`config.mk`:
```
export PLATFORM = sky130hd
export DESIGN_NAME = ifcap_device_flat
export DESIGN_NICKNAME = d
export VERILOG_FILES = /design/src/shared/ifcap_pkg.sv /design/src/shared/ifcap_if.sv /design/src/design/ifcap_device.sv /design/src/flat_wrapper.sv
export VERILOG_INCLUDE_DIRS = /design/src /design/src/shared
export SDC_FILE = /design/constraint.sdc
export NUM_CORES = 1
export LEC_CHECK = 0
export ABC_AREA = 1
export BUFFER_PORTS_ARGS = -buffer_cell sky130_fd_sc_hd__buf_2
export CAP_MARGIN = 5
export CELL_PAD_IN_SITES_DETAIL_PLACEMENT = 1
export CELL_PAD_IN_SITES_GLOBAL_PLACEMENT = 1
export CORE_AREA = 2 2 170 122
export CTS_CLUSTER_SIZE = 20
export DETAILED_ROUTE_END_ITERATION = 6
export DIE_AREA = 0 0 172 124
export GPL_TIMING_DRIVEN = 0
export PLACE_DENSITY_LB_ADDON = 0.1
export SYNTH_ARGS = -nofsm -noshare
export SYNTH_HDL_FRONTEND = slang
export SYNTH_SLANG_ARGS = --single-unit
```
`constraint.sdc`:
```
create_clock -name i_ref_clk -period 1.3 [get_ports i_ref_clk]
set_clock_uncertainty 0.1 [all_clocks]
set_input_delay 0.195 -clock i_ref_clk [delete_from_list [all_inputs] [get_ports i_ref_clk]]
set_output_delay 0.195 -clock i_ref_clk [all_outputs]
set_load 0.1 [all_outputs]
```
`src/shared/ifcap_cfg.svh`:
```
// constants for the interrupt and fault capture block
// assumes inclusion by the package and both ends
`ifndef IFCAP_CFG_SVH
`define IFCAP_CFG_SVH
`define IFCAP_N_USER 6
`define IFCAP_N_IOL 2
`define IFCAP_W 16
`define IFCAP_FLT_MEMBUS 7
`define IFCAP_FLT_SYSTEM_FAULT_IN 8
`define IFCAP_FLT_IOBUS 10
`define IFCAP_FLT_PARITY 13
`define IFCAP_FLT_DMA 14
`define IFCAP_FLT_CPU 15
`define IFCAP_PEND_PWR 15
`define IFCAP_PEND_USER0 0
`define IFCAP_PEND_IOL0 6
`define IFCAP_STAT_CONSOLE 3
`define IFCAP_N_SYNC 17
`define IFCAP_SYN_SYS 0
`define IFCAP_SYN_BTE 1
`define IFCAP_SYN_PAR 2
`define IFCAP_SYN_PROT 3
`define IFCAP_SYN_USR 4
`define IFCAP_SYN_IOL 10
`define IFCAP_SYN_PWR 12
`define IFCAP_SYN_CON 13
`define IFCAP_SYN_MASTER_RESET_N 14
`define IFCAP_SYN_TEST 15
`define IFCAP_SYN_EMU 16
`define IFCAP_DRV_EMU 14
`define IFCAP_SYNC_IDLE 17'h0c000
`define IFCAP_ZERO16 16'h0000
`define IFCAP_NONE 5'h10
`define IFCAP_REG_FAULT 2'h0
`define IFCAP_REG_PEND 2'h1
`define IFCAP_REG_MASK 2'h2
`define IFCAP_REG_STAT 2'h3
`endif

```
`src/shared/ifcap_pkg.sv`:
```
// types for the interrupt and fault capture block
// assumes ifcap_cfg.svh on the include path
`include "ifcap_cfg.svh"
package ifcap_pkg;
  typedef logic [`IFCAP_W-1:0] ifcap_word_t;
  typedef logic [1:0] ifcap_addr_t;
  typedef logic [4:0] ifcap_level_t;
  typedef enum logic [1:0] {
    IFCAP_RUN = 2'b00,
    IFCAP_RESET = 2'b01,
    IFCAP_TEST = 2'b10
  } ifcap_mode_t;
endpackage

```
`src/shared/ifcap_if.sv`:
```
// pins between the processor end and the system logic end
// assumes one shared clock
`timescale 1ns/10ps
interface ifcap_if;
  logic system_fault_in;
  logic bus_time_error_n;
  logic mem_parity_err_in;
  logic mem_protect_fault_in;
  logic [5:0] user_irq_n;
  logic [1:0] io_level_irq_n;
  logic power_fail_n;
  logic master_reset_n;
  logic console_in;
  logic test_n;
  logic emulation_mode_sel;
  logic io_cycle;
  logic own_bus;
  logic outputs_oe;
  logic processor_clock_out;
  modport dev (input system_fault_in, bus_time_error_n, mem_parity_err_in, mem_protect_fault_in,
    user_irq_n, io_level_irq_n, power_fail_n, master_reset_n, console_in, test_n,
    emulation_mode_sel, output io_cycle, own_bus, outputs_oe, processor_clock_out);
  modport sys (output system_fault_in, bus_time_error_n, mem_parity_err_in, mem_protect_fault_in,
    user_irq_n, io_level_irq_n, power_fail_n, master_reset_n, console_in, test_n,
    emulation_mode_sel, input io_cycle, own_bus, outputs_oe, processor_clock_out);
endinterface

```
`src/design/ifcap_device.sv`:
```
// processor end: fault register, pending interrupts, mask, status
// assumes pins from the system end arrive asynchronously
//
// The placing of the registers and the strobed register port are this design's own decisions.
`timescale 1ns/10ps
`include "ifcap_cfg.svh"
module ifcap_device (
  input wire logic i_ref_clk,
  input wire logic i_rst_n,
  ifcap_if.dev bus,
  input wire logic i_io_cycle,
  input wire logic i_own_bus,
  input wire ifcap_pkg::ifcap_addr_t i_addr,
  input wire ifcap_pkg::ifcap_word_t i_wdata,
  input wire logic i_wr,
  input wire logic i_rd,
  output logic [15:0] o_rdata,
  output logic [4:0] o_level,
  output logic o_irq,
  output logic o_maint_console
);
  import ifcap_pkg::*;
  localparam int NI = `IFCAP_N_SYNC;
  typedef struct packed {
    logic [NI-1:0] s1;
    logic [NI-1:0] s2;
    logic [NI-1:0] prev;
    ifcap_word_t fault;
    ifcap_word_t pend;
    ifcap_word_t mask;
    ifcap_word_t stat;
    ifcap_word_t rdata;
    ifcap_level_t level;
    logic irq;
    logic maint;
    logic io_cycle;
    logic own_bus;
    logic oe;
    logic clk_out;
  } ifcap_dev_state_t;
  ifcap_dev_state_t q;
  ifcap_dev_state_t next_q;
  logic [NI-1:0] raw;
  // ==========================================
  // priority encoder
  function automatic ifcap_level_t top_level(input ifcap_word_t req);
    ifcap_level_t r;
    r = `IFCAP_NONE;
    for (int k = 0; k < `IFCAP_W; k++) begin
      if (req[k]) begin
        r = 5'(k);
      end
    end
    return r;
  endfunction
  // ==========================================
  // synchronisers, inputs in active-high form except master_reset_n and test_n, which stay active-low
  always_comb begin
    raw = {bus.emulation_mode_sel, bus.test_n, bus.master_reset_n, bus.console_in, ~bus.power_fail_n,
      ~bus.io_level_irq_n, ~bus.user_irq_n, bus.mem_protect_fault_in, bus.mem_parity_err_in,
      ~bus.bus_time_error_n, bus.system_fault_in};
  end
  // ==========================================
  // fault, pending, mask and status update
  always_comb begin
    logic sys_f, bte, par, prot, pwr, con, master_reset_n_n, test_n, emu;
    logic [`IFCAP_N_USER-1:0] usr;
    logic [`IFCAP_N_IOL-1:0] iol;
    logic [`IFCAP_N_USER-1:0] usr_edge;
    logic [`IFCAP_N_IOL-1:0] iol_edge;
    ifcap_word_t hold;
    ifcap_word_t set_f;
    ifcap_word_t set_p;
    ifcap_word_t unmask;
    sys_f = q.s2[`IFCAP_SYN_SYS];
    bte = q.s2[`IFCAP_SYN_BTE];
    par = q.s2[`IFCAP_SYN_PAR];
    prot = q.s2[`IFCAP_SYN_PROT];
    usr = q.s2[`IFCAP_SYN_USR +: `IFCAP_N_USER];
    iol = q.s2[`IFCAP_SYN_IOL +: `IFCAP_N_IOL];
    pwr = q.s2[`IFCAP_SYN_PWR];
    con = q.s2[`IFCAP_SYN_CON];
    master_reset_n_n = q.s2[`IFCAP_SYN_MASTER_RESET_N];
    test_n = q.s2[`IFCAP_SYN_TEST];
    emu = q.s2[`IFCAP_SYN_EMU];
    usr_edge = usr & ~q.prev[`IFCAP_SYN_USR +: `IFCAP_N_USER];
    iol_edge = iol & ~q.prev[`IFCAP_SYN_IOL +: `IFCAP_N_IOL];
    set_f = `IFCAP_ZERO16;
    set_p = `IFCAP_ZERO16;
    hold = `IFCAP_ZERO16;
    // power fail bit passes regardless of mask
    unmask = ~q.mask;
    unmask[`IFCAP_PEND_PWR] = 1'b1;
    next_q = q;
    next_q.s1 = raw;
    next_q.s2 = q.s1;
    next_q.prev = q.s2;
    if (sys_f && !q.prev[`IFCAP_SYN_SYS]) begin
      set_f[`IFCAP_FLT_SYSTEM_FAULT_IN] = 1'b1;
    end
    if (bte) begin
      if (q.io_cycle) begin
        set_f[`IFCAP_FLT_IOBUS] = 1'b1;
      end else begin
        set_f[`IFCAP_FLT_MEMBUS] = 1'b1;
      end
    end
    if (par) begin
      set_f[`IFCAP_FLT_PARITY] = 1'b1;
    end
    if (prot) begin
      if (q.own_bus) begin
        set_f[`IFCAP_FLT_CPU] = 1'b1;
      end else begin
        set_f[`IFCAP_FLT_DMA] = 1'b1;
      end
    end
    hold = set_f;
    hold[`IFCAP_FLT_SYSTEM_FAULT_IN] = 1'b0;
    set_p[`IFCAP_PEND_USER0 +: `IFCAP_N_USER] = usr_edge;
    set_p[`IFCAP_PEND_IOL0 +: `IFCAP_N_IOL] = iol_edge;
    if (pwr) begin
      set_p[`IFCAP_PEND_PWR] = 1'b1;
    end
    // register writes, clears are write-one-to-clear, set wins
    if (i_wr) begin
      case (i_addr)
        `IFCAP_REG_FAULT: next_q.fault = q.fault & ~(i_wdata & ~hold);
        `IFCAP_REG_PEND: next_q.pend = q.pend & ~i_wdata;
        `IFCAP_REG_MASK: next_q.mask = i_wdata;
        `IFCAP_REG_STAT: next_q.stat = q.stat & ~i_wdata;
        default: next_q.mask = q.mask;
      endcase
    end
    next_q.fault = next_q.fault | set_f;
    next_q.pend = next_q.pend | set_p;
    next_q.io_cycle = i_io_cycle;
    next_q.own_bus = i_own_bus;
    next_q.clk_out = ~q.clk_out;
    if (!master_reset_n_n) begin
      next_q.pend = `IFCAP_ZERO16;
    end
    // console sets status after any clear, set wins
    if (con) begin
      next_q.stat[`IFCAP_STAT_CONSOLE] = 1'b1;
    end
    if (!master_reset_n_n && con && emu) begin
      next_q.maint = 1'b1;
    end
    next_q.oe = test_n;
    next_q.rdata = `IFCAP_ZERO16;
    if (i_rd) begin
      case (i_addr)
        `IFCAP_REG_FAULT: next_q.rdata = q.fault;
        `IFCAP_REG_PEND: next_q.rdata = q.pend;
        `IFCAP_REG_MASK: next_q.rdata = q.mask;
        `IFCAP_REG_STAT: next_q.rdata = q.stat;
        default: next_q.rdata = `IFCAP_ZERO16;
      endcase
    end
    next_q.level = top_level(q.pend & unmask);
    next_q.irq = (next_q.level != `IFCAP_NONE);
  end
  always_ff @(posedge i_ref_clk) begin
    if (!i_rst_n) begin
      q <= '0;
      q.s1 <= `IFCAP_SYNC_IDLE;
      q.s2 <= `IFCAP_SYNC_IDLE;
      q.prev <= `IFCAP_SYNC_IDLE;
      q.level <= `IFCAP_NONE;
      q.oe <= 1'b1;
    end else begin
      q <= next_q;
    end
  end
  // ==========================================
  // outputs
  assign o_rdata = q.rdata;
  assign o_level = q.level;
  assign o_irq = q.irq;
  assign o_maint_console = q.maint;
  assign bus.io_cycle = q.io_cycle;
  assign bus.own_bus = q.own_bus;
  assign bus.outputs_oe = q.oe;
  assign bus.processor_clock_out = q.clk_out;
endmodule // ifcap_device

```
`src/flat_wrapper.sv`:
```
// flat-port wrapper written by rule: the top's interface ports become plain ports
module ifcap_device_flat import ifcap_pkg::*;
  (i_ref_clk, i_rst_n, i_io_cycle, i_own_bus, i_addr, i_wdata, i_wr, i_rd, o_rdata, o_level, o_irq, o_maint_console, bus_system_fault_in, bus_bus_time_error_n, bus_mem_parity_err_in, bus_mem_protect_fault_in, bus_user_irq_n, bus_io_level_irq_n, bus_power_fail_n, bus_master_reset_n, bus_console_in, bus_test_n, bus_emulation_mode_sel, bus_io_cycle, bus_own_bus, bus_outputs_oe, bus_processor_clock_out);
  ifcap_if bus_i ();
  input wire logic i_ref_clk;
  input wire logic i_rst_n;
  input wire logic i_io_cycle;
  input wire logic i_own_bus;
  input wire ifcap_pkg::ifcap_addr_t i_addr;
  input wire ifcap_pkg::ifcap_word_t i_wdata;
  input wire logic i_wr;
  input wire logic i_rd;
  output logic [15:0] o_rdata;
  output logic [4:0] o_level;
  output logic o_irq;
  output logic o_maint_console;
  input wire logic [$bits(bus_i.system_fault_in)-1:0] bus_system_fault_in;
  input wire logic [$bits(bus_i.bus_time_error_n)-1:0] bus_bus_time_error_n;
  input wire logic [$bits(bus_i.mem_parity_err_in)-1:0] bus_mem_parity_err_in;
  input wire logic [$bits(bus_i.mem_protect_fault_in)-1:0] bus_mem_protect_fault_in;
  input wire logic [$bits(bus_i.user_irq_n)-1:0] bus_user_irq_n;
  input wire logic [$bits(bus_i.io_level_irq_n)-1:0] bus_io_level_irq_n;
  input wire logic [$bits(bus_i.power_fail_n)-1:0] bus_power_fail_n;
  input wire logic [$bits(bus_i.master_reset_n)-1:0] bus_master_reset_n;
  input wire logic [$bits(bus_i.console_in)-1:0] bus_console_in;
  input wire logic [$bits(bus_i.test_n)-1:0] bus_test_n;
  input wire logic [$bits(bus_i.emulation_mode_sel)-1:0] bus_emulation_mode_sel;
  output wire logic [$bits(bus_i.io_cycle)-1:0] bus_io_cycle;
  output wire logic [$bits(bus_i.own_bus)-1:0] bus_own_bus;
  output wire logic [$bits(bus_i.outputs_oe)-1:0] bus_outputs_oe;
  output wire logic [$bits(bus_i.processor_clock_out)-1:0] bus_processor_clock_out;
  assign bus_i.system_fault_in = bus_system_fault_in;
  assign bus_i.bus_time_error_n = bus_bus_time_error_n;
  assign bus_i.mem_parity_err_in = bus_mem_parity_err_in;
  assign bus_i.mem_protect_fault_in = bus_mem_protect_fault_in;
  assign bus_i.user_irq_n = bus_user_irq_n;
  assign bus_i.io_level_irq_n = bus_io_level_irq_n;
  assign bus_i.power_fail_n = bus_power_fail_n;
  assign bus_i.master_reset_n = bus_master_reset_n;
  assign bus_i.console_in = bus_console_in;
  assign bus_i.test_n = bus_test_n;
  assign bus_i.emulation_mode_sel = bus_emulation_mode_sel;
  assign bus_io_cycle = bus_i.io_cycle;
  assign bus_own_bus = bus_i.own_bus;
  assign bus_outputs_oe = bus_i.outputs_oe;
  assign bus_processor_clock_out = bus_i.processor_clock_out;
  ifcap_device u_core (.i_ref_clk(i_ref_clk), .i_rst_n(i_rst_n), .bus(bus_i), .i_io_cycle(i_io_cycle), .i_own_bus(i_own_bus), .i_addr(i_addr), .i_wdata(i_wdata), .i_wr(i_wr), .i_rd(i_rd), .o_rdata(o_rdata), .o_level(o_level), .o_irq(o_irq), .o_maint_console(o_maint_console));
endmodule
```
==> impl_metrics.yaml <==
run_status:
  status: "complete, but fails checks"
  violations: "negative setup slack"
floorplanning:
  core_um2: 19600
  die_w_um: 172
  fp.dieH_um: 124
  rows: 43
  start_util_pct: 24.8
  num_io_pins: 68
  dieArea_um2: 21300
setup_path:
  crit_slowest_cell: "dfxtp_1"
  required_ps: 1550
  slowest_delay_ps: 330
  path_max_fanout: 2
  endpoint_kind: "flip-flop"
  rr_worst_depth: 16
  path_cells: "inv_1 > nand2_2 > nand2_1 > nand2_1 > nand2_1 > nand2_1 > nand2_1 > nand2_1 > nand2_1 > nand2_1 > nand2_1 > nand2_1 > nand2_1 > nand2_1 > nand2_1 > a21oi_2"
  r2r_slack_ps: -150
  critical_path_class: "flip-flop to flip-flop"
  arrival_ps: 1690
  r2r-end: "u_core.o_level[0]"
  crit_top_cell: "nand2_1"
  start_kind: "flip-flop"
  reg2reg_from: "u_core.q[45]"
synth:
  synthCells: 598
  synth_area_per_cell_um2: 8.14
  synth_seq_cells: 134
  syn_nets: 639
  ys_seq_area_share_pct: 55.1
  yosysWarnings: 0
  syn_area_um2: 4870
  synth.distinct_cells: 28
power:
  p_seq_share_pct: 41.9
  p_leak_nw: 3.00
  switching_share_pct: 26.9
  pwr-share-clk_pct: 46.8
  p_comb_share_pct: 11.3
  p_per_area_nw_per_um2: 1510
  peakVddDrop_v: 0.000817
  p_switching_mw: 2.78
  cell_internal_pwr_mw: 7.56
placed_design:
  placed_area_um2: 5530
  placed_cells: 933
  place_congestion: 0.780
  io_buffers: 65
  place_hpwl_um: 11200
final_layout:
  area_growth_pct: 40.8
  fin_nets: 738
  stdcell_count: 980
  final_cell_mix: "127 x nand2_1, 116 x dfxtp_1, 87 x inv_1"
  final_common_cell: "nand2_1"
  final_area_um2: 6850
  drive_gt1_share_pct: 24.8
  antenna_cells: 0
global_route:
  grt_usage_pct: 16.1
  grt_max_degree: 17
  antenna_found_initial: 0
  grt-ovfl-total: 0
  grt_pass1_wl_um: 24600
  grt_pass1_vias: 4292
clocking:
  cts-root-buf: "clkbuf_16"
  cts.sinks: 134
  cts_max_level: 4
  clock_latency_ps: 420
  cts_buffers: 17
  cts_tree: "done"
  clk_pin_slew_worst_paths_ps: 60
  cts_buffer_depth: 2
worst_hold_path:
  hold_end: "u_core.q[66]"
  worstHoldPathCells: 4
  hp-start: "i_wdata[7]"
  hp-class: "input port to flip-flop"
drt:
  num_vias: 4151
  dr.pass1.iters: 4
  wl_um: 15700
  wl_per_cell_um: 16.1
  drcViolationCount: 0
  vias_per_cell: 4.24
  ant_nets: 0
  initialDrtViolationCount: 224
timing:
  rsz0062_at_grt: "yes"
  setup_viol_count_final: 3
  worstMarginPinSlew_ps: 769
  slew_headroom_pct: 48.8
  max_freq_mhz: 690
  period_minus_slack_ps: 1450
  slew_violations: 0
  finalCritPeriodShare_pct: 111
  final_hold_viol_count: 0
  fin_ws_ps: -149
run:
  drv_cap: 0
-- synthesized netlist by cell type --
cell	number	area share, %
nand3_1	12	1.2
nor3_1	1	0.10
a221oi_1	3	0.54
a21oi_2	10	1.8
nor2_4	2	0.46
o21ai_1	34	3.5
nor2_1	23	1.8
buf_6	1	0.23
inv_2	8	0.62
o21ai_0	25	2.6
a21oi_1	40	4.1
nand2_1	137	11
dfxtp_1	134	55
inv_1	88	6.8
buf_2	9	0.93
buf_4	21	3.2
nand2_2	1	0.13
o221ai_1	1	0.18
a211oi_1	3	0.46
nand3b_1	1	0.15
clkbuf_1	12	0.93
buf_1	1	0.077
or2_2	5	0.64
a31oi_1	14	1.8
o211ai_1	7	1.1
nor2_2	3	0.39
o21bai_1	1	0.15
nor2_8	1	0.41
-- registers in the layout, summed over array words and instances, names as in the netlist --
| name | count |
|---|---|
| u_core.o_maint_console | 1 |
| u_core.o_level | 5 |
| u_core.bus.outputs_oe | 1 |
| u_core.next_q | 34 |
| u_core.bus.io_cycle | 1 |
| u_core.o_irq | 1 |
| u_core.q | 73 |
| u_core.o_rdata | 16 |
| u_core.bus.own_bus | 1 |
| u_core.bus.processor_clock_out | 1 |
-- how the worst max path moves through the flow --
stage | from | end | slack, ps | cells after the start
floorplan | u_core.bus.processor_clock_out | u_core.bus.processor_clock_out | 30 | 1
global placement | i_rst_n | u_core.o_rdata[14] | -550 | 6
detailed placement | i_rst_n | u_core.o_rdata[14] | -580 | 6
CTS | u_core.q[60] | u_core.o_level[0] | -220 | 16
global route | u_core.q[60] | u_core.o_level[0] | -330 | 16
finish | u_core.q[45] | u_core.o_level[0] | -150 | 16
-- power by group through the flow --
stage,sequential [mW],clock [mW],combinational (mW)
6_report,4.34,4.84,1.17
3_3_place_gp,4.40,0,0.973
3_5_place_dp,4.40,0,0.985
4_1_cts,4.33,4.98,1.16
5_1_grt,4.35,5.18,1.26
2_1_floorplan,4.46,0,0.594
-- cell type report --
type                       count  area [um2]
tap                          270         338
multi-input combinational    324        1640
clock buffer                  19         443
inverter                      96         360
buffer                        22         109
fill                        2301       12700
sequential                   134        2710
timing repair buffer         102        1110
clock inverter                13         146
-- routing by layer --
metal / track usage (%) / vias to the layer above / share of wire, %
met3: 3.84 / 17 / 3.9
met2: 24.3 / 79 / 42
met1: 22.6 / 1982 / 52
li1: - / 2073 / -
met4: 5.51 / 0 / 1.6
met5: 0 / - / 0
-- timing repair --
| action | CTS | global route |
|---|---|---|
| endpoints found under the setup margin | 58 | 32 |
| hold buffers | 34 | 0 |
| pin swaps | 7 | 6 |
| resized for setup | 123 | 31 |
| endpoints found under the hold margin | 50 | 0 |
| buffers inserted | 1 | 2 |
| gates cloned | 0 | 0 |
-- worst max-delay path: cells and delay by family (launching register included) --
kind / cells / cell delay, ps
compound gates: 1 / 120
buf+inv: 1 / 60
simple gates: 14 / 760
flops: 1 / 330
-- per-stage QoR --
stage / power, mW / hold slack [ps] / utilization (%) / setup TNS, ps / setup slack [ps]
5_1_grt: 10.8 / 38.3 / 35.0 / -792 / -326
6_report: 10.3 / 16.5 / 35.0 / -349 / -149
3_3_place_gp: 5.37 / 253 / 28.3 / -28400 / -550
3_5_place_dp: 5.38 / 254 / 28.3 / -31820 / -577
4_1_cts: 10.5 / 1.92 / 34.5 / -360 / -221
2_1_floorplan: 5.05 / 167 / - / 0 / 26.2
-- kinds of logic (layout without fill, tap and decap cells) --
group,after synthesis,count (layout),share of synthesized area [%]
buffers and inverters,140,252,12.8
and+or+nand+nor,186,186,15.9
DFF,134,134,55.1
AOI/OAI and AO/OA,138,138,16.2
(Power assumes the default switching activity.)
